## src/async_tx_map.svh

```systemverilog
// register offsets, field positions and codes of the transmit descriptor engine
`ifndef ASYNC_TX_MAP_SVH
`define ASYNC_TX_MAP_SVH
`define CTL_OFFSET      8'h00
`define PTR_OFFSET      8'h04
`define IRQ_CNT_OFFSET  8'h08
`define CTL_RUN         15
`define CTL_WAKE        12
`define CTL_DEAD        11
`define CTL_ACTIVE      10
`define CTL_RESPONSE    8
`define CMD_LAST        4'h1
`define KEY_BUFFER      3'h0
`define KEY_INLINE      3'h2
`define ICTL_ALWAYS     2'b11
`define ICTL_ON_ERROR   2'b01
`define EVT_ACK_DONE    5'h11
`define EVT_ACK_PEND    5'h12
`define EVT_NO_ACK      5'h03
`define STATUS_OFFSET   32'h0000_000c
`define BRANCH_OFFSET   32'h0000_0008
`define BLOCK_WORDS     5'h1f
`endif

```

## src/async_tx_pkg.sv

```systemverilog
// types shared by the transmit descriptor engine
`default_nettype none
package async_tx_pkg;
  typedef enum logic [3:0] {
    S_IDLE    = 4'b0000,
    S_FETCH   = 4'b0001,
    S_LOAD    = 4'b0010,
    S_DECODE  = 4'b0011,
    S_BUF_RD  = 4'b0100,
    S_PUSH    = 4'b0101,
    S_INLINE  = 4'b0110,
    S_ACK     = 4'b0111,
    S_WB      = 4'b1000,
    S_NEXT    = 4'b1001,
    S_CHAIN   = 4'b1010,
    S_WAKE    = 4'b1011,
    S_WAKE_RD = 4'b1100
  } state_t;
  typedef logic [31:0] quad_t;
endpackage
`default_nettype wire

```

## src/block_mem_if.sv

```systemverilog
// carrier between the engine and its descriptor block store
`default_nettype none
interface block_mem_if;
  logic                  we;
  logic [4:0]            waddr;
  async_tx_pkg::quad_t   wdata;
  logic [4:0]            raddr;
  async_tx_pkg::quad_t   rdata;
  modport engine (output we, output waddr, output wdata, output raddr, input rdata);
  modport store  (input we, input waddr, input wdata, input raddr, output rdata);
endinterface
`default_nettype wire

```

## src/desc_block_mem.sv

```systemverilog
// store for one prefetched descriptor block of up to eight 16-byte blocks
`default_nettype none
module desc_block_mem
  import async_tx_pkg::*;
(
  input wire logic    aclk,
  block_mem_if.store  port
);
  quad_t mem [0:31];
  // ==========================================
  // write port and registered read port
  always_ff @(posedge aclk)
  begin
    if (port.we)
    begin
      mem[port.waddr] <= port.wdata;
    end
    port.rdata <= mem[port.raddr];
  end
endmodule // desc_block_mem
`default_nettype wire

```

## src/completion_judge.sv

```systemverilog
// decides whether a finished packet raises an interrupt
`include "async_tx_map.svh"
`default_nettype none
module completion_judge (
  input  wire logic [1:0] int_ctl,
  input  wire logic [4:0] event_code,
  output logic            raise
);
  // ==========================================
  // interrupt-control decode
  always_comb
  begin
    case (int_ctl)
      `ICTL_ALWAYS:   raise = 1'b1;
      `ICTL_ON_ERROR: raise = (event_code != `EVT_ACK_DONE) && (event_code != `EVT_ACK_PEND);
      default:        raise = 1'b0;
    endcase
  end
endmodule // completion_judge
`default_nettype wire

```

## src/async_tx_final.sv

```systemverilog
// asynchronous transmit engine for packet-ending descriptors
// Overview of operation
// - irq per interrupt-control: always, on error, never
// - buffer descriptor moves exactly request_byte_count bytes
// - next pointer gets four zero low bits
// - next-block count sizes fetch, zero ends
// - inline descriptor counts as two blocks
// - status enable writes control bits 15:0
// - status enable clear leaves descriptor untouched
// - stamp is three second bits, cycle index
// - request packets get ack-time stamp written
// - response packets leave stamp field alone
// - inline descriptor pushes one to four quadlets
// - inline type is command 1, key 2
// - inline descriptor spans 32 bytes, header after
// - final descriptor marks end of packet
// - buffer type is command 1, key 0
// - stamp taken at ack or timeout, one write
// - zero count ends program, wake resumes
`include "async_tx_map.svh"
`default_nettype none
module async_tx_final (
  input  wire logic        aclk,
  input  wire logic        aresetn,
  input  wire logic [7:0]  s_axi_awaddr,
  input  wire logic        s_axi_awvalid,
  output logic             s_axi_awready,
  input  wire logic [31:0] s_axi_wdata,
  input  wire logic [3:0]  s_axi_wstrb,
  input  wire logic        s_axi_wvalid,
  output logic             s_axi_wready,
  output logic [1:0]       s_axi_bresp,
  output logic             s_axi_bvalid,
  input  wire logic        s_axi_bready,
  input  wire logic [7:0]  s_axi_araddr,
  input  wire logic        s_axi_arvalid,
  output logic             s_axi_arready,
  output logic [31:0]      s_axi_rdata,
  output logic [1:0]       s_axi_rresp,
  output logic             s_axi_rvalid,
  input  wire logic        s_axi_rready,
  output logic             hm_rd_req,
  output logic             hm_wr_req,
  output logic [31:0]      hm_addr,
  output logic [31:0]      hm_wdata,
  output logic [3:0]       hm_wstrb,
  input  wire logic        hm_rd_valid,
  input  wire logic [31:0] hm_rd_data,
  input  wire logic        hm_wr_done,
  output logic             tx_valid,
  output logic [31:0]      tx_data,
  output logic [3:0]       tx_keep,
  output logic             tx_last,
  input  wire logic        tx_ready,
  input  wire logic        ack_valid,
  input  wire logic [4:0]  ack_code,
  input  wire logic        ack_timeout,
  input  wire logic [2:0]  second_count_low,
  input  wire logic [12:0] cycle_index,
  output logic             irq
);
  import async_tx_pkg::*;

  state_t      state_reg;
  logic        run_reg, wake_reg, dead_reg, active_reg, resp_reg;
  logic [4:0]  evt_reg;
  logic [31:0] ptr_reg, irq_cnt_reg;
  logic [27:0] base_reg;
  logic [3:0]  z_reg, blk_reg, lc_reg;
  logic [5:0]  fcnt_reg;
  logic [1:0]  qi_reg;
  quad_t       q0_reg, q1_reg, q2_reg, buf_word_reg;
  quad_t       hdr_reg [0:3];
  logic [15:0] rem_reg, stamp_reg;
  logic [4:0]  rd_ptr_reg;
  logic        aw_hold_reg, w_hold_reg;
  logic [7:0]  aw_addr_reg;
  quad_t       w_data_reg;
  logic [3:0]  w_strb_reg;
  logic        wr_exec, rd_take, slot_free, push, push_last, raise, wake_taken;
  logic [31:0] desc_addr;
  logic [15:0] ctl_word;
  quad_t       push_data;
  logic [3:0]  push_keep;

  block_mem_if bm ();
  desc_block_mem u_mem (
    .aclk (aclk),
    .port (bm)
  );
  completion_judge u_judge (
    .int_ctl    (q0_reg[21:20]),
    .event_code (evt_reg),
    .raise      (raise)
  );

  // ==========================================
  // register bus slave
  assign wr_exec = aw_hold_reg && w_hold_reg && !s_axi_bvalid;
  assign rd_take = s_axi_arvalid && s_axi_arready;
  assign ctl_word = {run_reg, 2'b00, wake_reg, dead_reg, active_reg, 1'b0, resp_reg,
                     3'b000, evt_reg};

  // write address and data held until both are present
  always_ff @(posedge aclk)
  begin
    if (!aresetn)
    begin
      aw_hold_reg <= 1'b0;
      w_hold_reg  <= 1'b0;
      aw_addr_reg <= 8'h00;
      w_data_reg  <= 32'h0000_0000;
      w_strb_reg  <= 4'h0;
      s_axi_awready <= 1'b0;
      s_axi_wready  <= 1'b0;
      s_axi_bvalid  <= 1'b0;
      s_axi_bresp   <= 2'b00;
    end
    else
    begin
      if (s_axi_awvalid && s_axi_awready)
      begin
        aw_hold_reg <= 1'b1;
        aw_addr_reg <= s_axi_awaddr;
      end
      else if (wr_exec)
      begin
        aw_hold_reg <= 1'b0;
      end
      if (s_axi_wvalid && s_axi_wready)
      begin
        w_hold_reg <= 1'b1;
        w_data_reg <= s_axi_wdata;
        w_strb_reg <= s_axi_wstrb;
      end
      else if (wr_exec)
      begin
        w_hold_reg <= 1'b0;
      end
      s_axi_awready <= !aw_hold_reg && !(s_axi_awvalid && s_axi_awready);
      s_axi_wready  <= !w_hold_reg && !(s_axi_wvalid && s_axi_wready);
      if (wr_exec)
      begin
        s_axi_bvalid <= 1'b1;
        s_axi_bresp  <= (aw_addr_reg == `CTL_OFFSET || aw_addr_reg == `PTR_OFFSET ||
                         aw_addr_reg == `IRQ_CNT_OFFSET) ? 2'b00 : 2'b11;
      end
      else if (s_axi_bready)
      begin
        s_axi_bvalid <= 1'b0;
      end
    end
  end

  // read channel: one cycle from address to data
  always_ff @(posedge aclk)
  begin
    if (!aresetn)
    begin
      s_axi_arready <= 1'b0;
      s_axi_rvalid  <= 1'b0;
      s_axi_rdata   <= 32'h0000_0000;
      s_axi_rresp   <= 2'b00;
    end
    else
    begin
      s_axi_arready <= !s_axi_rvalid && !rd_take;
      if (rd_take)
      begin
        s_axi_rvalid <= 1'b1;
        s_axi_rresp  <= 2'b00;
        case (s_axi_araddr)
          `CTL_OFFSET:     s_axi_rdata <= {16'h0000, ctl_word};
          `PTR_OFFSET:     s_axi_rdata <= ptr_reg;
          `IRQ_CNT_OFFSET: s_axi_rdata <= irq_cnt_reg;
          default:
          begin
            s_axi_rdata <= 32'h0000_0000;
            s_axi_rresp <= 2'b11;
          end
        endcase
      end
      else if (s_axi_rready)
      begin
        s_axi_rvalid <= 1'b0;
      end
    end
  end

  // ==========================================
  // channel control and command pointer
  assign wake_taken = (state_reg == S_WAKE) && wake_reg;

  always_ff @(posedge aclk)
  begin
    if (!aresetn)
    begin
      run_reg    <= 1'b0;
      wake_reg   <= 1'b0;
      resp_reg   <= 1'b0;
      ptr_reg    <= 32'h0000_0000;
      active_reg <= 1'b0;
      dead_reg   <= 1'b0;
      evt_reg    <= 5'h00;
    end
    else
    begin
      if (wr_exec && aw_addr_reg == `CTL_OFFSET && w_strb_reg[1])
      begin
        run_reg  <= w_data_reg[`CTL_RUN];
        resp_reg <= w_data_reg[`CTL_RESPONSE];
      end
      // a wake written in the cycle it is consumed stays set
      if (wr_exec && aw_addr_reg == `CTL_OFFSET && w_strb_reg[1] && w_data_reg[`CTL_WAKE])
      begin
        wake_reg <= 1'b1;
      end
      else if (wake_taken)
      begin
        wake_reg <= 1'b0;
      end
      if (wr_exec && aw_addr_reg == `PTR_OFFSET)
      begin
        ptr_reg <= w_data_reg;
      end
      active_reg <= (state_reg != S_IDLE) && (state_reg != S_WAKE);
      if (state_reg == S_IDLE && run_reg && ptr_reg[3:0] != 4'h0)
      begin
        dead_reg <= 1'b0;
      end
      else if (state_reg == S_DECODE && q0_reg[31:28] != `CMD_LAST &&
               blk_reg + ((q0_reg[26:24] == `KEY_INLINE) ? 4'h2 : 4'h1) >= z_reg)
      begin
        dead_reg <= 1'b1;
      end
      if (state_reg == S_ACK && ack_valid)
      begin
        evt_reg <= ack_code;
      end
      else if (state_reg == S_ACK && ack_timeout)
      begin
        evt_reg <= `EVT_NO_ACK;
      end
    end
  end

  // ==========================================
  // transmit FIFO stream
  assign slot_free = !tx_valid || tx_ready;
  assign push = slot_free && (state_reg == S_PUSH || state_reg == S_INLINE);
  assign push_data = (state_reg == S_INLINE) ? hdr_reg[qi_reg] : buf_word_reg;
  assign push_last = (state_reg == S_INLINE) ? ({1'b0, qi_reg} + 3'd1 == q0_reg[4:2])
                                             : (rem_reg <= 16'h0004);
  always_comb
  begin
    if (state_reg == S_INLINE || rem_reg >= 16'h0004)
      push_keep = 4'hf;
    else
    begin
      case (rem_reg[1:0])
        2'b11:   push_keep = 4'h7;
        2'b10:   push_keep = 4'h3;
        2'b01:   push_keep = 4'h1;
        default: push_keep = 4'h0;
      endcase
    end
  end

  always_ff @(posedge aclk)
  begin
    if (!aresetn)
    begin
      tx_valid <= 1'b0;
      tx_data  <= 32'h0000_0000;
      tx_keep  <= 4'h0;
      tx_last  <= 1'b0;
    end
    else if (push)
    begin
      tx_valid <= 1'b1;
      tx_data  <= push_data;
      tx_keep  <= push_keep;
      tx_last  <= push_last;
    end
    else if (tx_ready)
    begin
      tx_valid <= 1'b0;
    end
  end

  // ==========================================
  // descriptor store access
  assign desc_addr = {base_reg + {24'h00_0000, blk_reg}, 4'h0};
  assign bm.we    = (state_reg == S_FETCH) && hm_rd_valid;
  assign bm.waddr = fcnt_reg[4:0];
  assign bm.wdata = hm_rd_data;
  assign bm.raddr = rd_ptr_reg;

  // ==========================================
  // descriptor walk and host memory port
  always_ff @(posedge aclk)
  begin
    if (!aresetn)
    begin
      state_reg <= S_IDLE;
      hm_rd_req <= 1'b0;
      hm_wr_req <= 1'b0;
      hm_addr   <= 32'h0000_0000;
      hm_wdata  <= 32'h0000_0000;
      hm_wstrb  <= 4'h0;
      base_reg  <= 28'h000_0000;
      z_reg     <= 4'h0;
      blk_reg   <= 4'h0;
      lc_reg    <= 4'h0;
      fcnt_reg  <= 6'h00;
      qi_reg    <= 2'b00;
      rd_ptr_reg <= 5'h00;
      q0_reg    <= 32'h0000_0000;
      q1_reg    <= 32'h0000_0000;
      q2_reg    <= 32'h0000_0000;
      buf_word_reg <= 32'h0000_0000;
      rem_reg   <= 16'h0000;
      stamp_reg <= 16'h0000;
      for (int k = 0; k < 4; k++) hdr_reg[k] <= 32'h0000_0000;
    end
    else
    begin
      case (state_reg)
        S_IDLE:
        begin
          if (run_reg && ptr_reg[3:0] != 4'h0)
          begin
            base_reg  <= ptr_reg[31:4];
            z_reg     <= ptr_reg[3:0];
            fcnt_reg  <= 6'h00;
            hm_addr   <= {ptr_reg[31:4], 4'h0};
            hm_rd_req <= 1'b1;
            state_reg <= S_FETCH;
          end
        end
        S_FETCH:
        begin
          if (hm_rd_valid)
          begin
            fcnt_reg <= fcnt_reg + 6'h01;
            hm_addr  <= hm_addr + 32'h0000_0004;
            if (fcnt_reg + 6'h01 == {z_reg, 2'b00})
            begin
              hm_rd_req <= 1'b0;
              blk_reg   <= 4'h0;
              lc_reg    <= 4'h0;
              state_reg <= S_LOAD;
            end
          end
        end
        S_LOAD:
        begin
          // words 0..2 and 4..7 of the block; the stored read lags two edges
          rd_ptr_reg <= ({blk_reg[2:0], 2'b00} + {1'b0, lc_reg}) & `BLOCK_WORDS;
          lc_reg <= lc_reg + 4'h1;
          case (lc_reg)
            4'h2: q0_reg <= bm.rdata;
            4'h3: q1_reg <= bm.rdata;
            4'h4: q2_reg <= bm.rdata;
            4'h6: hdr_reg[0] <= bm.rdata;
            4'h7: hdr_reg[1] <= bm.rdata;
            4'h8: hdr_reg[2] <= bm.rdata;
            4'h9: hdr_reg[3] <= bm.rdata;
            default: ;
          endcase
          if (lc_reg == 4'h9)
            state_reg <= S_DECODE;
        end
        S_DECODE:
        begin
          lc_reg <= 4'h0;
          if (q0_reg[31:28] == `CMD_LAST && q0_reg[26:24] == `KEY_BUFFER)
          begin
            rem_reg <= q0_reg[15:0];
            hm_addr <= q1_reg;
            if (q0_reg[15:0] == 16'h0000)
              state_reg <= S_PUSH;
            else
            begin
              hm_rd_req <= 1'b1;
              state_reg <= S_BUF_RD;
            end
          end
          else if (q0_reg[31:28] == `CMD_LAST && q0_reg[26:24] == `KEY_INLINE)
          begin
            qi_reg    <= 2'b00;
            state_reg <= S_INLINE;
          end
          else
          begin
            // leading descriptors of the block: inline ones span two blocks
            blk_reg <= blk_reg + ((q0_reg[26:24] == `KEY_INLINE) ? 4'h2 : 4'h1);
            if (blk_reg + ((q0_reg[26:24] == `KEY_INLINE) ? 4'h2 : 4'h1) >= z_reg)
              state_reg <= S_WAKE;
            else
              state_reg <= S_LOAD;
          end
        end
        S_BUF_RD:
        begin
          if (hm_rd_valid)
          begin
            hm_rd_req    <= 1'b0;
            buf_word_reg <= hm_rd_data;
            state_reg    <= S_PUSH;
          end
        end
        S_PUSH:
        begin
          if (slot_free)
          begin
            if (rem_reg <= 16'h0004)
              state_reg <= S_ACK;
            else
            begin
              rem_reg   <= rem_reg - 16'h0004;
              hm_addr   <= hm_addr + 32'h0000_0004;
              hm_rd_req <= 1'b1;
              state_reg <= S_BUF_RD;
            end
          end
        end
        S_INLINE:
        begin
          if (slot_free)
          begin
            qi_reg <= qi_reg + 2'b01;
            if (push_last)
              state_reg <= S_ACK;
          end
        end
        S_ACK:
        begin
          if (ack_valid || ack_timeout)
          begin
            stamp_reg <= {second_count_low, cycle_index};
            hm_addr   <= desc_addr + `STATUS_OFFSET;
            if (q0_reg[27])
              state_reg <= S_WB;
            else
              state_reg <= S_NEXT;
          end
        end
        S_WB:
        begin
          // status and stamp share one write, raised with its data already standing
          if (!hm_wr_req)
          begin
            hm_wdata  <= {ctl_word, stamp_reg};
            hm_wstrb  <= resp_reg ? 4'b1100 : 4'b1111;
            hm_wr_req <= 1'b1;
          end
          else if (hm_wr_done)
          begin
            hm_wr_req <= 1'b0;
            state_reg <= S_NEXT;
          end
        end
        S_NEXT:
          state_reg <= S_CHAIN;
        S_CHAIN:
        begin
          if (q2_reg[3:0] == 4'h0 || !run_reg)
            state_reg <= S_WAKE;
          else
          begin
            base_reg  <= q2_reg[31:4];
            z_reg     <= q2_reg[3:0];
            fcnt_reg  <= 6'h00;
            hm_addr   <= {q2_reg[31:4], 4'h0};
            hm_rd_req <= 1'b1;
            state_reg <= S_FETCH;
          end
        end
        S_WAKE:
        begin
          if (!run_reg)
            state_reg <= S_IDLE;
          else if (wake_reg && !dead_reg)
          begin
            // reread the branch word of the last descriptor
            hm_addr   <= desc_addr + `BRANCH_OFFSET;
            hm_rd_req <= 1'b1;
            state_reg <= S_WAKE_RD;
          end
        end
        S_WAKE_RD:
        begin
          if (hm_rd_valid)
          begin
            hm_rd_req <= 1'b0;
            q2_reg    <= hm_rd_data;
            state_reg <= S_CHAIN;
          end
        end
        default:
          state_reg <= S_IDLE;
      endcase
    end
  end

  // ==========================================
  // completion interrupt and its count
  always_ff @(posedge aclk)
  begin
    if (!aresetn)
    begin
      irq         <= 1'b0;
      irq_cnt_reg <= 32'h0000_0000;
    end
    else
    begin
      irq <= (state_reg == S_NEXT) && raise;
      if (state_reg == S_NEXT && raise)
        irq_cnt_reg <= irq_cnt_reg + 32'h0000_0001;
    end
  end
endmodule // async_tx_final
`default_nettype wire

```

## config.mk

```make
export PLATFORM = sky130hd
export DESIGN_NAME = async_tx_final
export DESIGN_NICKNAME = d
export VERILOG_FILES = /design/src/async_tx_pkg.sv /design/src/block_mem_if.sv /design/src/desc_block_mem.sv /design/src/completion_judge.sv /design/src/async_tx_final.sv
export VERILOG_INCLUDE_DIRS = /design/src
export SDC_FILE = /design/constraint.sdc
export NUM_CORES = 2
export LEC_CHECK = 0
export BUFFER_PORTS_ARGS = -buffer_cell sky130_fd_sc_hd__clkbuf_2
export CAP_MARGIN = 5
export CORE_ASPECT_RATIO = 1.4
export CORE_UTILIZATION = 60
export CTS_BUF_LIST = sky130_fd_sc_hd__clkbuf_2 sky130_fd_sc_hd__clkbuf_4 sky130_fd_sc_hd__clkbuf_8
export DETAILED_ROUTE_END_ITERATION = 16
export GPL_TIMING_DRIVEN = 0
export PLACE_DENSITY = 0.78
export REMOVE_ABC_BUFFERS = 1
export SLEW_MARGIN = 20
export SYNTH_ARGS = -nofsm -noshare
export SYNTH_HDL_FRONTEND = slang
export SYNTH_SLANG_ARGS = --single-unit
export TNS_END_PERCENT = 10
```

## constraint.sdc

```tcl
create_clock -name aclk -period 6 [get_ports aclk]
set_input_delay 1.2 -clock aclk [delete_from_list [all_inputs] [get_ports aclk]]
set_output_delay 1.2 -clock aclk [all_outputs]
set_load 0.01 [all_outputs]
```

==> flow_summary.yaml <==
outcome:
  outcome: "completed"
clock_network:
  clock-root-buffer: "clkbuf_8"
  htreeDepth: 4
  cts_hold_buf: 0
  clk_path_buf_depth: 3
  clk_latency_ns: 0.97
  clk_pin_slew_worst_paths_ns: 0.07
  cts_tree: "built"
  cts_sinks: 1654
  post_cts_buffers: 0
  numCtsBuffers: 225
  cts_resized: 0
worst_setup_path:
  path_cells: "buf_16 > nor2b_1 > and3_1 > nand2_1 > nor2_4 > buf_16 > buf_16"
  crit_type: "register to register"
  arrival_ns: 4.75
  slowest_delay_ns: 0.96
  crit_slowest_cell: "nor2_4"
  reg2reg_depth: 7
  reg2reg_from: "state_reg[0]"
  crit_path_end_kind: "register"
  r2r_end: "u_mem.mem[11][16]"
  start_kind: "register"
  worstPathRequired_ns: 6.66
  cp_common_cell: "buf_16"
  worstPathMaxFanout: 78
  reg2reg_slack_ns: 1.91
sta:
  min_period_ns: 4.09
  holdWs_ns: 0.442
  finalHoldViolCount: 0
  rsz0062_at_grt: "no"
  fin_skew_ns: 0.0431
  setup_viol: 0
  worstMarginPinSlew_ns: 1.01
  fin_crit_sh: 0.682
  fmaxAchievable_ghz: 0.244
  slew_headroom: 0.306
  drv_slew: 0
logic_synthesis:
  synth-edff-count: 1152
  synth_most_common_cell: "edfxtp_1"
  yosysTopAreaCell: "edfxtp_1"
  synthFlopType: "edfxtp_1"
  async_flop_share: 0
  synthesis.area_um2: 66800
  yosysWarnings: 0
  avgSynthCellArea_um2: 14.6
  ys_seq_area_frac: 0.668
  yosys-top-cells-count: "edfxtp_1 (1,152), nand2_1 (624), dfxtp_1 (502)"
  ys_ff_latch: 1654
  syn_inst: 4582
  synth_top_area_share: 0.518
  netlist_top_cells_area: "edfxtp_1 (52%), dfxtp_1 (15%), mux4_2 (12%), nand2_1 (3.5%), a21oi_1 (1.8%)"
  yosys.cell_types.count: 82
min_path:
  hold_path.startpoint: "w_data_reg[3]"
  holdPathStages: 2
  hold_end: "ptr_reg[3]"
  hold_path.class: "register to register"
floorplan:
  ios: 267
  rows: 144
  fp.dieH_um: 397
  die-width_um: 284
  core-area_um2: 110000
  start_util: 0.606
  dieArea_um2: 113000
routing:
  routedWlPerCell_um: 28.2
  drc: 0
  viasPerCell: 6.53
  vias: 42600
  dr.pass1.iters: 7
  drt_wl_total_um: 184000
  ant_nets: 0
  drt_iter0_markers: 5083
cells_and_area:
  layout-drive-gt1-share: 0.247
  final.fill_count: 6930
  areaGrowthSynthToFinish_pct: 14.5
  stdcell_area_um2: 76500
  largest_register_ffs: 1024
  num-nets-final: 5035
place:
  port_buffers: 257
  routabilityCongestion: 0.948
  place_area_um2: 71800
  dp_hpwl_um: 119000
pwr:
  vdd_ir_drop_max_mv: 0.265
  power.density_nw_per_um2: 291
  p_leak_nw: 24.5
grt:
  grt_max_degree: 131
  grt_pass1_wl_um: 270000
  grt_antenna_before_repair: 4
  grt_overflow: 0
  grt_pass1_vias: 42300
  grt.total_usage: 0.327
flow_run:
  maxCapViolCount: 0
[through the flow]
stage	cells	power [W]	util	setup WS, ns	TNS, ns
floorplan	4281	0.0131	-	-5.96	-1033.04
global placement	5998	0.0135	0.623	-13.33	-5724.79
detailed placement	6122	0.0136	0.651	1.90	0
CTS	6529	0.0223	0.694	1.93	0
global route	6532	0.0229	0.694	1.83	0
finish	6532	0.0223	0.694	1.91	0
[kinds of logic (layout without fill, tap and decap cells)]
kind of cell | after synthesis | count (layout) | synth area share
adder cells (fa/ha/maj) | 28 | 28 | 0.00558
AO/OA/AOI/OAI | 661 | 661 | 0.0646
other | 1 | 8 | 0.0000561
flip-flops | 1654 | 1654 | 0.668
buffers and inverters | 360 | 843 | 0.0219
AND/OR/NAND/NOR | 1303 | 1303 | 0.0886
XOR/XNOR | 78 | 78 | 0.0102
multiplexers | 497 | 497 | 0.141
[area by class of cell]
class / instances / area (um2) / share of cell area
Antenna cell: 2 / 5.00 / 0.0000654
Clock buffer: 330 / 4020 / 0.0526
Clock inverter: 77 / 661 / 0.00863
Inverter: 54 / 210 / 0.00275
Multi-Input combinational cell: 2573 / 21200 / 0.276
Sequential cell: 1654 / 44700 / 0.584
Tap cell: 1460 / 1830 / 0.0239
Timing Repair Buffer: 382 / 3970 / 0.0518
[per-layer routing]
metal / GRT usage / up-vias / routed length (um)
met5: 0 / - / 13
met4: 0.184 / 2 / 10800
met3: 0.0658 / 594 / 19200
met2: 0.537 / 2796 / 89300
met1: 0.409 / 21200 / 64800
li1: - / 18000 / -
[worst max path at each step]
stage	cells past startpoint	endpoint	slack, ns	start
after CTS	8	hm_addr[31]	1.93	state_reg[1]
after detailed placement	7	hdr_reg[2][10]	1.90	aresetn
final	7	u_mem.mem[11][16]	1.91	state_reg[0]
after global routing	7	u_mem.mem[11][16]	1.83	state_reg[0]
after global placement	4	hdr_reg[3][22]	-13.33	aresetn
after floorplan	3	u_mem.port.rdata[0]	-5.96	bm.raddr[0]
[critical path, delay by kind of cell, from the launching register on]
| kind | cells | cell delay (ns) |
|---|---|---|
| buffers and inverters | 3 | 0.70 |
| DFF | 1 | 0.41 |
| and+or+nand+nor | 4 | 2.60 |
[power by group]
group          total, W  switching [W]  internal [W]
combinational  0.000957       0.000646      0.000311
clock           0.00893        0.00424       0.00470
sequential       0.0124       0.000115        0.0123
total            0.0223        0.00500        0.0173
[cell usage in the layout (no fill, tap or decap), types with 26 or more instances in the layout]
master,n
edfxtp_1,1152
nand2_1,617
dfxtp_1,491
mux4_2,352
clkbuf_2,256
clkbuf_8,248
a21oi_1,244
nor2_1,238
and2_1,137
mux2i_1,112
clkbuf_4,84
o21ai_0,83
a211oi_1,67
inv_1,53
buf_16,52
buf_12,51
nand3_1,49
xnor2_1,40
a22oi_1,40
xor2_1,38
a311oi_1,38
nor2_4,35
nor3_1,35
mux2_2,33
clkinv_1,27
o211ai_1,26
Note: power is estimated with default switching activity, not from simulation.
